[src/ddr_pkg.sv]
package ddr_pkg;
  localparam int ADDR_W = 8;
  localparam int DATA_W = 16;
  localparam int NCH    = 2;

  localparam logic [7:0] OFS_SECOND_CTRL = 8'h01;
  localparam logic [7:0] OFS_INTEN_CLR   = 8'h04;
  localparam logic [7:0] OFS_INTEN_SET   = 8'h05;
  localparam logic [7:0] OFS_INTFLAG     = 8'h06;
  localparam logic [7:0] OFS_STATUS      = 8'h07;
  localparam logic [7:0] OFS_CH0_CTRL    = 8'h0c;
  localparam logic [7:0] OFS_CH1_CTRL    = 8'h0e;
  localparam logic [7:0] OFS_CH0_DATA    = 8'h1c;
  localparam logic [7:0] OFS_CH1_DATA    = 8'h1e;

  localparam int DIFFERENTIAL_ENABLE_BIT     = 0;
  localparam int CTL_EN_BIT   = 0;
  localparam int CTL_RSTBY    = 6;
  localparam int CTL_RF_LSB   = 8;
  localparam logic [15:0] CTL_MASK = 16'h0f41;
  localparam int EMPTY_LSB    = 2;
  localparam int UNDERRUN_LSB = 0;
  localparam int EOC_LSB      = 2;
  localparam int READY_LSB    = 0;
  localparam logic [11:0] SIGN_FLIP = 12'h800;
  localparam logic [3:0]  RF_MIN    = 4'h2;

  localparam int CLK_MHZ    = 50;
  localparam int STARTUP_NS = 12000;
  localparam int CONV_NS    = 1000;
  localparam int STARTUP_CYC = (STARTUP_NS * CLK_MHZ + 999) / 1000;
  localparam int CONV_CYC    = (CONV_NS * CLK_MHZ + 999) / 1000;
  localparam int TCNT_W      = 10;

  typedef enum logic [1:0] {CH_OFF, CH_START, CH_IDLE, CH_CONV} ddr_ch_state_t;

  typedef struct packed {
    logic [ADDR_W-1:0] addr;
    logic [DATA_W-1:0] wdata;
    logic              wr;
    logic              rd;
  } ddr_bus_req_t;

  typedef struct packed {
    logic [11:0] positive_analog_out;
    logic [11:0] negative_analog_out;
  } ddr_aout_t;

  typedef struct packed {
    logic                              differential_enable;
    logic [NCH-1:0][15:0]              ctrl;
    logic [NCH-1:0][11:0]              data;
    logic [3:0]                        inten;
    logic [3:0]                        intflag;
    logic [NCH-1:0]                    eoc;
    logic [NCH-1:0]                    pend;
    logic [NCH-1:0]                    rdue;
    logic [NCH-1:0][3:0]               rcnt;
    logic [NCH-1:0][TCNT_W-1:0]        tcnt;
    ddr_ch_state_t [NCH-1:0]           st;
    logic [NCH-1:0][11:0]              cv;
    logic [NCH-1:0][11:0]              out;
    logic [DATA_W-1:0]                 rdata;
  } ddr_state_t;

  typedef struct packed {
    logic [2:0] sh;
    logic       lvl;
  } ddr_sync_state_t;
endpackage : ddr_pkg

[src/ddr_lp_tick.sv]
`timescale 1ns/1ns
`default_nettype none
module ddr_lp_tick (
  input  wire logic i_clk,
  input  wire logic i_sys_rst,
  input  wire logic i_lp_clk,
  output logic      o_tick
);
  ddr_pkg::ddr_sync_state_t s;
  ddr_pkg::ddr_sync_state_t next_s;

  // a level only counts once stages two and three agree
  always_comb
  begin
    next_s    = s;
    next_s.sh = {s.sh[1:0], i_lp_clk};
    o_tick    = 1'b0;
    if (s.sh[1] == s.sh[2])
    begin
      next_s.lvl = s.sh[2];
      o_tick     = s.sh[2] & ~s.lvl;
    end
  end

  always_ff @(posedge i_clk)
  begin
    if (i_sys_rst)
      s <= '0;
    else
      s <= next_s;
  end
endmodule : ddr_lp_tick
`default_nettype wire

[src/ddr_refresh_ctrl.sv]
// Overview of operation
// - refresh conversion starts every refresh-setting periods of the 32 kHz clock.
// - refresh setting zero disables refresh; setting one is reserved, treated as off.
// - when the refresh period lapses without new data, the held value converts again.
// - in standby refresh continues only for channels with run_in_standby set.
// - data written during a conversion waits until the channel can start again.
// - differential mode converts channel0 data on both channels together, 0 positive.
// - differential data is two's complement with bit 11 as sign.
// - in differential mode channel0 control configures both; channel1 control ignored.
// - differential_enable in second_control_reg turns differential mode on and off.
// - writing one to bits 3 and 2 disables the buffer empty interrupts.
// - writing one to bits 1 and 0 disables the underrun interrupts.
// - conversion done bits set on completion, cleared by a data write.
// - startup ready bits read zero until the startup time elapses.
//
// The address-and-strobe port was left to the implementer.
`timescale 1ns/1ns
`default_nettype none
module ddr_refresh_ctrl #(
  parameter int STARTUP_CYC = ddr_pkg::STARTUP_CYC,
  parameter int CONV_CYC    = ddr_pkg::CONV_CYC
) (
  input  wire logic                  i_clk,
  input  wire logic                  i_sys_rst,
  input  wire ddr_pkg::ddr_bus_req_t i_bus,
  output logic [ddr_pkg::DATA_W-1:0] o_rdata,
  input  wire logic                  i_lp_clk,
  input  wire logic                  i_standby,
  output ddr_pkg::ddr_aout_t         o_aout,
  output logic [1:0]                 o_conv_done,
  output logic                       o_int_req
);
  ddr_pkg::ddr_state_t s;
  ddr_pkg::ddr_state_t n;
  logic                lp_tick;
  logic [1:0]          wr_data;
  logic [1:0]          pend_wr;
  logic [1:0]          active;
  logic [1:0]          go_new;
  logic [1:0]          go_rf;
  logic [1:0]          done;
  logic [1:0][15:0]    cfg;
  logic [1:0][3:0]     rf_set;
  logic [1:0]          ready;
  logic [1:0]          rf_on;
  // local copy keeps the counter compare casts short
  localparam int       TCNT_W = ddr_pkg::TCNT_W;

  ddr_lp_tick ddr_lp_tick_inst (
    .i_clk     (i_clk),
    .i_sys_rst (i_sys_rst),
    .i_lp_clk  (i_lp_clk),
    .o_tick    (lp_tick)
  );

  always_comb
  begin
    n       = s;
    n.rdata = '0;
    wr_data = '0;
    pend_wr = '0;
    active  = '0;
    go_new  = '0;
    go_rf   = '0;
    done    = '0;
    cfg     = '0;
    rf_set  = '0;
    ready   = '0;
    rf_on   = '0;
    if (i_bus.wr)
    begin
      case (i_bus.addr)
        ddr_pkg::OFS_SECOND_CTRL: n.differential_enable = i_bus.wdata[ddr_pkg::DIFFERENTIAL_ENABLE_BIT];
        ddr_pkg::OFS_INTEN_CLR:   n.inten = s.inten & ~i_bus.wdata[3:0];
        ddr_pkg::OFS_INTEN_SET:   n.inten = s.inten | i_bus.wdata[3:0];
        ddr_pkg::OFS_INTFLAG:     n.intflag = s.intflag & ~i_bus.wdata[3:0];
        ddr_pkg::OFS_CH0_CTRL:    n.ctrl[0] = i_bus.wdata & ddr_pkg::CTL_MASK;
        ddr_pkg::OFS_CH1_CTRL:    n.ctrl[1] = i_bus.wdata & ddr_pkg::CTL_MASK;
        ddr_pkg::OFS_CH0_DATA:    wr_data[0] = 1'b1;
        ddr_pkg::OFS_CH1_DATA:    wr_data[1] = 1'b1;
        default:                  n.rdata = '0;
      endcase
    end
    for (int i = 0; i < 2; i++)
    begin
      // channel1 follows channel0 configuration in differential mode
      cfg[i]    = s.differential_enable ? s.ctrl[0] : s.ctrl[i];
      rf_set[i] = cfg[i][ddr_pkg::CTL_RF_LSB +: 4];
      pend_wr[i] = s.differential_enable ? wr_data[0] : wr_data[i];
      active[i] = cfg[i][ddr_pkg::CTL_EN_BIT] & (~i_standby | cfg[i][ddr_pkg::CTL_RSTBY]);
      ready[i]  = (s.st[i] == ddr_pkg::CH_IDLE) || (s.st[i] == ddr_pkg::CH_CONV);
      // a refresh left due from before refresh was turned off must not fire afterwards
      rf_on[i]  = active[i] && (rf_set[i] >= ddr_pkg::RF_MIN);
      if (wr_data[i])
        n.data[i] = i_bus.wdata[11:0];
      if (!rf_on[i])
      begin
        n.rcnt[i] = '0;
        n.rdue[i] = 1'b0;
      end
      else if (lp_tick && !s.rdue[i])
      begin
        if (s.rcnt[i] + 4'h1 >= rf_set[i])
        begin
          n.rcnt[i] = '0;
          n.rdue[i] = 1'b1;
        end
        else
          n.rcnt[i] = s.rcnt[i] + 4'h1;
      end
      unique case (s.st[i])
        ddr_pkg::CH_OFF:
        begin
          n.tcnt[i] = '0;
          if (cfg[i][ddr_pkg::CTL_EN_BIT])
            n.st[i] = ddr_pkg::CH_START;
        end
        ddr_pkg::CH_START:
        begin
          n.tcnt[i] = s.tcnt[i] + 1'b1;
          if (s.tcnt[i] == TCNT_W'(STARTUP_CYC - 1))
          begin
            n.st[i]   = ddr_pkg::CH_IDLE;
            n.tcnt[i] = '0;
          end
        end
        ddr_pkg::CH_IDLE:
        begin
          go_new[i] = s.pend[i];
          go_rf[i]  = ~s.pend[i] & s.rdue[i] & rf_on[i];
        end
        ddr_pkg::CH_CONV:
        begin
          n.tcnt[i] = s.tcnt[i] + 1'b1;
          if (s.tcnt[i] == TCNT_W'(CONV_CYC - 1))
          begin
            done[i]   = 1'b1;
            n.st[i]   = ddr_pkg::CH_IDLE;
            n.tcnt[i] = '0;
          end
        end
      endcase
      if (go_new[i] || go_rf[i])
      begin
        n.st[i]   = ddr_pkg::CH_CONV;
        n.tcnt[i] = '0;
        n.rcnt[i] = '0;
        n.rdue[i] = 1'b0;
        n.pend[i] = 1'b0;
        if (!s.differential_enable)
          n.cv[i] = s.data[i];
        else if (i == 0)
          n.cv[i] = s.data[0] ^ ddr_pkg::SIGN_FLIP;
        else
          n.cv[i] = ~(s.data[0] ^ ddr_pkg::SIGN_FLIP);
      end
      // flags are set after the software clear above, so an event in the clearing cycle wins
      if (go_new[i])
        n.intflag[ddr_pkg::EMPTY_LSB + i] = 1'b1;
      if (go_rf[i])
        n.intflag[ddr_pkg::UNDERRUN_LSB + i] = 1'b1;
      // a write during a conversion marks the value pending and clears the done bit
      if (pend_wr[i])
      begin
        n.pend[i] = 1'b1;
        n.eoc[i]  = 1'b0;
      end
      // the done bit is set after the write clear, so completion wins a tie
      if (done[i])
      begin
        n.out[i] = s.cv[i];
        n.eoc[i] = 1'b1;
      end
      if (!cfg[i][ddr_pkg::CTL_EN_BIT])
      begin
        n.st[i]   = ddr_pkg::CH_OFF;
        n.tcnt[i] = '0;
      end
    end
    // lockstep keeps both outputs changing in the same cycle
    if (n.differential_enable)
    begin
      n.st[1]   = n.st[0];
      n.tcnt[1] = n.tcnt[0];
      n.rcnt[1] = n.rcnt[0];
      n.rdue[1] = n.rdue[0];
      n.pend[1] = n.pend[0];
    end
    // read data stand for one cycle; every other cycle returns zero
    if (i_bus.rd)
    begin
      case (i_bus.addr)
        ddr_pkg::OFS_SECOND_CTRL: n.rdata = 16'(s.differential_enable);
        ddr_pkg::OFS_INTEN_CLR:   n.rdata = {12'h000, s.inten};
        ddr_pkg::OFS_INTEN_SET:   n.rdata = {12'h000, s.inten};
        ddr_pkg::OFS_INTFLAG:     n.rdata = {12'h000, s.intflag};
        ddr_pkg::OFS_STATUS:      n.rdata = {12'h000, s.eoc, ready};
        ddr_pkg::OFS_CH0_CTRL:    n.rdata = s.ctrl[0];
        ddr_pkg::OFS_CH1_CTRL:    n.rdata = s.ctrl[1];
        ddr_pkg::OFS_CH0_DATA:    n.rdata = {4'h0, s.data[0]};
        ddr_pkg::OFS_CH1_DATA:    n.rdata = {4'h0, s.data[1]};
        default:                  n.rdata = '0;
      endcase
    end
  end

  always_ff @(posedge i_clk)
  begin
    if (i_sys_rst)
      s <= '0;
    else
      s <= n;
  end

  assign o_rdata     = s.rdata;
  assign o_aout      = {s.out[0], s.out[1]};
  assign o_conv_done = s.eoc;
  assign o_int_req   = |(s.intflag & s.inten);

  chk_refresh_off: assert property (@(posedge i_clk) disable iff (i_sys_rst)
    (rf_set[0] < ddr_pkg::RF_MIN) |-> !go_rf[0])
    else $error("refresh started while refresh is off");

  chk_refresh_count: assert property (@(posedge i_clk) disable iff (i_sys_rst)
    (lp_tick && active[0] && rf_set[0] >= ddr_pkg::RF_MIN && !s.rdue[0] && s.rcnt[0] == rf_set[0] - 4'h1
     && !go_new[0]) |=> s.rdue[0])
    else $error("refresh period not detected");

  chk_standby_hold: assert property (@(posedge i_clk) disable iff (i_sys_rst)
    (i_standby && !cfg[1][ddr_pkg::CTL_RSTBY]) |-> ##1 !s.rdue[1])
    else $error("refresh due in standby without run_in_standby");

  chk_defer_write: assert property (@(posedge i_clk) disable iff (i_sys_rst)
    (pend_wr[0] && s.st[0] == ddr_pkg::CH_CONV && !done[0]) |=> s.pend[0] && s.st[0] == ddr_pkg::CH_CONV)
    else $error("write during conversion not deferred");

  chk_differential_enable_lockstep: assert property (@(posedge i_clk) disable iff (i_sys_rst)
    s.differential_enable |-> s.st[0] == s.st[1])
    else $error("channels not in lockstep in differential mode");

  chk_differential_enable_output: assert property (@(posedge i_clk) disable iff (i_sys_rst)
    (s.differential_enable && go_new[0]) |-> ##(CONV_CYC + 1) (s.out[0] == ~s.out[1]))
    else $error("differential outputs not balanced");

  chk_differential_enable_enable: assert property (@(posedge i_clk) disable iff (i_sys_rst)
    (i_bus.wr && i_bus.addr == ddr_pkg::OFS_SECOND_CTRL) |=> s.differential_enable == $past(i_bus.wdata[0]))
    else $error("differential enable not taken from write");

  chk_inten_clear: assert property (@(posedge i_clk) disable iff (i_sys_rst)
    (i_bus.wr && i_bus.addr == ddr_pkg::OFS_INTEN_CLR && i_bus.wdata[3]) |=> !s.inten[3])
    else $error("empty enable not cleared");

  chk_urun_clear: assert property (@(posedge i_clk) disable iff (i_sys_rst)
    (i_bus.wr && i_bus.addr == ddr_pkg::OFS_INTEN_CLR && !i_bus.wdata[0]) |=> s.inten[0] == $past(s.inten[0]))
    else $error("writing zero changed underrun enable");

  chk_eoc_clear: assert property (@(posedge i_clk) disable iff (i_sys_rst)
    (wr_data[1] && !s.differential_enable && !done[1]) |=> !s.eoc[1])
    else $error("done bit survived a data write");

  chk_eoc_set: assert property (@(posedge i_clk) disable iff (i_sys_rst)
    done[0] |=> s.eoc[0] && s.out[0] == $past(s.cv[0]))
    else $error("done bit or output missing after conversion");

  chk_ready_low: assert property (@(posedge i_clk) disable iff (i_sys_rst)
    (s.st[0] == ddr_pkg::CH_OFF && cfg[0][0]) |=> !ready[0] [*2])
    else $error("ready before startup time");

  chk_irq_cause: assert property (@(posedge i_clk) disable iff (i_sys_rst)
    (s.inten == 4'h0) |-> !o_int_req)
    else $error("interrupt request with all enables off");

  chk_refresh_held: assert property (@(posedge i_clk) disable iff (i_sys_rst)
    (go_rf[0] && !s.differential_enable)
    |=> s.st[0] == ddr_pkg::CH_CONV && s.cv[0] == $past(s.data[0]) && s.intflag[ddr_pkg::UNDERRUN_LSB])
    else $error("refresh did not reconvert the held value");

  chk_standby_stop: assert property (@(posedge i_clk) disable iff (i_sys_rst)
    (i_standby && !cfg[0][ddr_pkg::CTL_RSTBY]) |=> !s.rdue[0])
    else $error("channel0 refresh due in standby without run_in_standby");

  chk_defer_start: assert property (@(posedge i_clk) disable iff (i_sys_rst)
    (s.pend[0] && s.st[0] == ddr_pkg::CH_IDLE && cfg[0][ddr_pkg::CTL_EN_BIT]) |=> s.st[0] == ddr_pkg::CH_CONV)
    else $error("pending data did not start when the channel was free");

  chk_differential_enable_config: assert property (@(posedge i_clk) disable iff (i_sys_rst)
    (s.differential_enable && s.ctrl[0][ddr_pkg::CTL_EN_BIT]) |=> s.st[1] != ddr_pkg::CH_OFF)
    else $error("channel1 not configured by channel0 control in differential mode");

  chk_ready_after: assert property (@(posedge i_clk) disable iff (i_sys_rst)
    (s.st[0] == ddr_pkg::CH_START && s.tcnt[0] == TCNT_W'(STARTUP_CYC - 1) && cfg[0][ddr_pkg::CTL_EN_BIT])
    |=> ready[0])
    else $error("ready missing after startup time");

  chk_irq_raise: assert property (@(posedge i_clk) disable iff (i_sys_rst)
    (s.intflag[ddr_pkg::EMPTY_LSB] && s.inten[ddr_pkg::EMPTY_LSB]) |-> o_int_req)
    else $error("interrupt request missing for an enabled flag");

  chk_eoc_write: assert property (@(posedge i_clk) disable iff (i_sys_rst)
    (wr_data[0] && !done[0]) |=> !s.eoc[0])
    else $error("channel0 done bit survived a data write");

  chk_empty_flag: assert property (@(posedge i_clk) disable iff (i_sys_rst)
    go_new[0] |=> s.intflag[ddr_pkg::EMPTY_LSB])
    else $error("empty flag not set when new data started");
endmodule : ddr_refresh_ctrl
`default_nettype wire

[config.mk]
export PLATFORM = sky130hd
export DESIGN_NAME = ddr_refresh_ctrl
export DESIGN_NICKNAME = d
export VERILOG_FILES = /design/src/ddr_pkg.sv /design/src/ddr_lp_tick.sv /design/src/ddr_refresh_ctrl.sv
export SDC_FILE = /design/constraint.sdc
export NUM_CORES = 1
export LEC_CHECK = 0
export BUFFER_PORTS_ARGS = -buffer_cell sky130_fd_sc_hd__buf_2
export CAP_MARGIN = 20
export CORE_MARGIN = 2
export CORE_UTILIZATION = 30
export CTS_BUF_LIST = sky130_fd_sc_hd__clkbuf_8
export DETAILED_ROUTE_END_ITERATION = 8
export HOLD_SLACK_MARGIN = 0.1
export PLACE_DENSITY = 0.49
export SYNTH_ARGS = -nofsm -noshare
export SYNTH_HDL_FRONTEND = slang
export SYNTH_SLANG_ARGS = --single-unit
[constraint.sdc]
create_clock -name i_clk -period 4.2 [get_ports i_clk]
set_clock_uncertainty 0.1 [all_clocks]
set_input_delay 0.84 -clock i_clk [delete_from_list [all_inputs] [get_ports i_clk]]
set_output_delay 0.84 -clock i_clk [all_outputs]
set_load 0.03 [all_outputs]
After elaboration in Yosys (flattened, before gate mapping)
Cells that the tools add are included.
{"block": "totals", "rom_bits": 0, "n_memories": 0, "inputBits": 30, "latchBits": 0, "ram_bits": 0, "ff_bits": 151, "word_cells": 196, "output_inout_bits": 43}
{"block": "op_classes", "reduce_logical": 36, "eq_ne": 25, "div": 0, "mux": 77, "n_shift": 0, "add_sub_neg": 4, "n_mul": 0, "n_lt_le_gt_ge": 4, "bitwise_logic": 21}
{"cell": "one-hot mux 12 bit (8 select lines)", "count": 1}
{"cell": "2-to-1 mux 10 bit", "count": 9}
{"cell": "2-to-1 mux 12 bit", "count": 5}
{"cell": "one-hot mux 10 bit (3 select lines)", "count": 2}
{"cell": "2-to-1 mux 4 bit", "count": 11}
{"cell": "2-to-1 mux 1 bit", "count": 35}
{"cell": "2-to-1 mux 33 bit", "count": 1}
{"cell": "== test 8 x 3 -> 1 bit (second input constant)", "count": 4}
{"cell": "nonzero test 2 bit", "count": 11}
{"cell": "adder 10 x 1 -> 10 bit (second input constant)", "count": 2}
{"cell": "== test 10 bit (second input constant)", "count": 2}
{"cell": "== test 10 x 6 -> 1 bit (second input constant)", "count": 2}
{"cell": "2-to-1 mux 2 bit", "count": 10}
{"cell": "== test 8 x 4 -> 1 bit (second input constant)", "count": 2}
{"cell": "== test 8 x 5 -> 1 bit (second input constant)", "count": 2}
{"cell": "AND reduction 2 bit", "count": 8}
{"cell": "AND 4 bit", "count": 3}
{"cell": "inverter 12 bit", "count": 1}
{"cell": "one-hot mux 2 bit (3 select lines)", "count": 2}
{"cell": "adder 4 x 1 -> 4 bit (second input constant)", "count": 2}
{"cell": "== test 2 bit (second input constant)", "count": 4}
{"cell": "== test 8 x 1 -> 1 bit (second input constant)", "count": 1}
{"cell": ">= comparator 4 x 2 -> 1 bit (second input constant)", "count": 2}
{"cell": ">= comparator 4 bit", "count": 2}
{"cell": "20 further kinds", "count": 43}

Logic depth before layout (Yosys ltp)
{"block": "depth", "word_depth": 10, "depth_mapped": 10, "mapped_depth_nobuf": 9}

By module
A second synthesis with hierarchy kept.
{"block": "hier_totals", "cells_unflattened": 888, "hier_area_um2": 7329.5}
{"module": "ddr_refresh_ctrl", "instances": 1, "seq_area_each_um2": 2862.7, "area_per_inst_um2": 7206.9, "cells_per_inst": 877}
{"module": "ddr_lp_tick", "instances": 1, "seq_area_each_um2": 80.1, "area_per_inst_um2": 122.6, "cells_per_inst": 11}

Worst setup path after synthesis
OpenSTA, ideal clock, no wires.
{"block": "synth_timing", "path_type": "input-to-reg", "start": "in i_bus[22] (netlist name)", "end": "reg s[78] (netlist name)", "path_buffers": 2, "path_slack_ns": 1.427, "setup_time_ns": 0.078, "cell_stages": 8, "arrival_time_ns": 2.595, "required_ns": 4.022, "cell_sequence": "buf_2 -> nor3b_2 -> nand4_1 -> a21boi_1 -> or4b_1 -> buf_6 -> o221a_2 -> nor3_1"}
{"block": "synth_via", "elab_chain_len": 4, "elab_cells_between_ends": 5, "cone_classes": "eq/ne: 2; mux: 3"}
{"element": "start: declaration", "line_no": "ddr_refresh_ctrl.sv:25", "text": "input wire ddr_pkg::ddr_bus_req_t i_bus,"}
{"element": "== test 8 x 1 -> 1 bit *", "line_no": "ddr_refresh_ctrl.sv:72", "text": "case (i_bus.addr)"}
{"element": "2-to-1 mux 1 bit *", "line_no": "ddr_refresh_ctrl.sv:72"}
{"element": "2-to-1 mux 33 bit *", "line_no": "ddr_refresh_ctrl.sv:70", "text": "if (i_bus.wr)"}
{"element": "inequality test 6 x 2 -> 1 bit (no source line) / 2-to-1 mux 10 bit (equally long branches)"}
{"element": "end signal: assignment", "line_no": "ddr_refresh_ctrl.sv:212", "text": "s <= n;"}
{"element": "end: declaration", "line_no": "ddr_refresh_ctrl.sv:33", "text": "ddr_pkg::ddr_state_t s;"}
Every way passes the cells marked *; elsewhere a longest branch is shown, timed or not.
A chain may end at the register's enable or synchronous reset.

Worst setup path in the final report
{"block": "layout_timing", "start": "reg s[68] (netlist name)", "end": "reg s[83] (netlist name)"}
{"block": "layout_via", "elab_chain_len": 6, "elab_cells_between_ends": 9, "cone_classes": "add/sub: 1; eq/ne: 2; mux: 6"}
{"element": "adder 10 x 1 -> 10 bit (tied with other cells)", "line_no": "ddr_refresh_ctrl.sv:120, ddr_refresh_ctrl.sv:134"}
{"element": "2-to-1 mux 10 bit (on tied branches)", "line_no": "ddr_refresh_ctrl.sv:135, ddr_refresh_ctrl.sv:121"}
{"element": "one-hot mux 10 bit (3 select lines) *", "line_no": "ddr_refresh_ctrl.sv:111", "text": "unique case (s.st[i])"}
{"element": "2-to-1 mux 10 bit *", "line_no": "ddr_refresh_ctrl.sv:143", "text": "if (go_new[i] || go_rf[i])"}
{"element": "2-to-1 mux 10 bit *", "line_no": "ddr_refresh_ctrl.sv:174", "text": "if (!cfg[i][ddr_pkg::CTL_EN_BIT])"}
{"element": "2-to-1 mux 10 bit *", "line_no": "ddr_refresh_ctrl.sv:181", "text": "if (n.differential_enable)"}
Marked as above.

==> impl_metrics.ini <==
[run_status]
status = finished clean

[finish]
nFillCells = 2557
final_area_um2 = 7920
register_area_um2 = 2940
antenna_cells = 0
nets = 937
area_delta_synth_final_pct = 11.1
drive_gt1_frac = 0.139
multi_input_area_um2 = 3580
final_common_cell = nand2_1
layout_common_cells = nand2_1, dfxtp_1, a21oi_1, nor2_1, buf_2

[place]
place_area_um2 = 7470
place.detailed.hpwl_mm = 14.2
gp_congestion = 0.809
port_buffers = 64

[logic_synthesis]
syn_inst = 879
synth_edf_count = 0
ys.flop_type = dfxtp_1
ys_warn_count = 0
async_flop_share = 0
yosys_register_bits = 147
ys_types = 69
netlist_area_um2 = 7130
ys_seq_area_frac = 0.413
avgSynthCellArea_um2 = 8.12

[floorplanning]
core_area_um2 = 23400
die_y_um = 158
initial_core_util = 0.305
num_io_pins = 73
row_count = 56
die_x_um = 158
design.die.area_um2 = 25000

[grt]
antenna_found_initial = 0
grt_max_degree = 87
grt_usage = 0.165
grt_pass1_wl_mm = 31.8
grt-ovfl-total = 0
grt_pass1_vias = 5541

[clock_tree]
clock_path_buffers = 2
cts_tree = yes
cts_hold_buf = 0
postCtsSetupBuffers = 0
cts_made_buffers = 17
cts_resized = 0
clk_latency_ns = 0.46
path_clk_slew_ns = 0.09
root_buffer = clkbuf_8
cts_sinks = 147
htree_levels = 4

[power_and_ir_drop]
power.density_nw_per_um2 = 347
power_switching_uw = 646
p_sw_frac = 0.235
intPower_mw = 2.10
power_leakage_nw = 2.78
pwr-share-seq = 0.507
pwr-share-comb = 0.026
worst_ir_drop_vdd_uv = 175
p_clk_frac = 0.466

[timing]
clock.fmax_ghz = 0.342
final_hold_viol_count = 0
period_minus_slack_ns = 2.92
report.final.setup_viol = 0
finalMaxSlewViolations = 0
finalSetupTns_ns = 0
rsz0062_at_grt = false
slew_headroom = 0.360
min_period_over_period = 0.695
worst_slew_pin_slew_ns = 0.960

[detailed_routing]
wire_per_inst_um = 16.3
dr.pass1.iters = 5
drc = 0
viasPerCell = 4.91
via_count = 6001
drt_iter0_drc = 439
ant_nets = 0
wirelength_mm = 19.9

[setup_path]
required_ns = 4.45
endpoint_kind = flop
crit_slowest_cell = or4_4
critical_path.cell_chain = ha_1 -> or4b_4 -> or4_4 -> o311ai_2 -> or4b_1 -> o32ai_1 -> a32o_1
cp_max_fo = 13
worstSetupStartpointType = flop
crit_family = simple AND/OR/NAND/NOR gates
crit_buf_inv = 0
critPathKind = reg2reg
worstPathArrival_ns = 3.17
slowest_delay_ns = 0.65
r2r_slack_ns = 1.28

[flow_run]
drv_cap = 0

[hold_path]
hold_class = reg2reg
-- layout make-up --
cell class | instances | share of cell area
clock inverter | 12 | 0.0245
timing repair buffer | 77 | 0.0531
multi-input combinational | 614 | 0.452
clock buffer | 19 | 0.0330
sequential | 147 | 0.371
tap | 319 | 0.0504
inverter | 33 | 0.0156
-- synth_stat cells (8+ instances only) --
cell / number / area [um2]
nand2b_1: 11 / 68.8
nor3_1: 22 / 110
or3_1: 8 / 50.1
clkbuf_1: 36 / 135
nand3_1: 27 / 135
ha_1: 17 / 213
dfxtp_1: 147 / 2940
a211oi_1: 15 / 113
xor2_1: 8 / 70.1
mux2i_1: 34 / 340
nor2_1: 78 / 293
buf_4: 43 / 323
nand2_1: 151 / 567
a22oi_1: 21 / 158
a21oi_1: 90 / 450
o21ai_0: 20 / 100
inv_1: 33 / 124
-- registers in the layout, indices dropped and copies added (netlist names), named ones only --
register / count
ddr_lp_tick_inst.s: 2
o_conv_done: 2
cfg: 6
ddr_lp_tick_inst.next_s: 2
o_rdata: 12
s: 95
o_aout: 24
-- power groups by stage --
stage	logic [mW]	registers [mW]	clock network (mW)
2_1_floorplan	0.0426	1.43	0
3_3_place_gp	0.0717	1.43	0
3_5_place_dp	0.0715	1.43	0
4_1_cts	0.0718	1.40	1.31
5_1_grt	0.0788	1.40	1.37
6_report	0.0720	1.40	1.28
-- stage by stage --
step                      utilization  hold WS (ns)  total power [mW]  setup WS, ns  instances
after floorplan                     -         0.314              1.47          1.43        882
after global placement          0.319         0.321              1.50          1.00       1190
after global routing            0.339         0.367              2.85          1.16       1221
final                           0.339         0.342              2.75          1.28       1221
after CTS                       0.339         0.347              2.78          1.27       1221
after detailed placement        0.319         0.325              1.50          1.00       1190
-- final timing paths --
kind	cells after the start	end	startpoint
setup / recovery	7	s[83]	s[68]
hold / removal	1	ddr_lp_tick_inst.next_s[3]	ddr_lp_tick_inst.next_s[2]
setup reg to reg	7	s[83]	s[68]
hold reg to reg	1	ddr_lp_tick_inst.next_s[3]	ddr_lp_tick_inst.next_s[2]
-- worst reg2reg max path: stages (launching register included) --
cell and delay [ns]:
dfxtp_1 0.43, ha_1 0.17, or4b_4 0.49, or4_4 0.65, o311ai_2 0.14, or4b_1 0.44, o32ai_1 0.18, a32o_1 0.22
-- cell families after synthesis --
logic type	after synthesis	synth area share
AOI/OAI and AO/OA	194	0.174
xor gates and xnor gates	15	0.0184
adders and majority gates	17	0.0298
buffers and inverters	121	0.0879
DFF	147	0.413
muxes	35	0.0493
other	1	0.000526
and+or+nand+nor	349	0.227
-- routing by layer --
layer / up-vias / GRT usage / wire [um] / part of all wire
met3: 22 / 0.0301 / 799 / 0.040
met5: - / 0 / 0 / 0
li1: 3039 / - / - / -
met2: 126 / 0.243 / 8610 / 0.43
met4: 0 / 0.0528 / 353 / 0.018
met1: 2814 / 0.242 / 10200 / 0.51
Power figures use the tool's default switching activity.
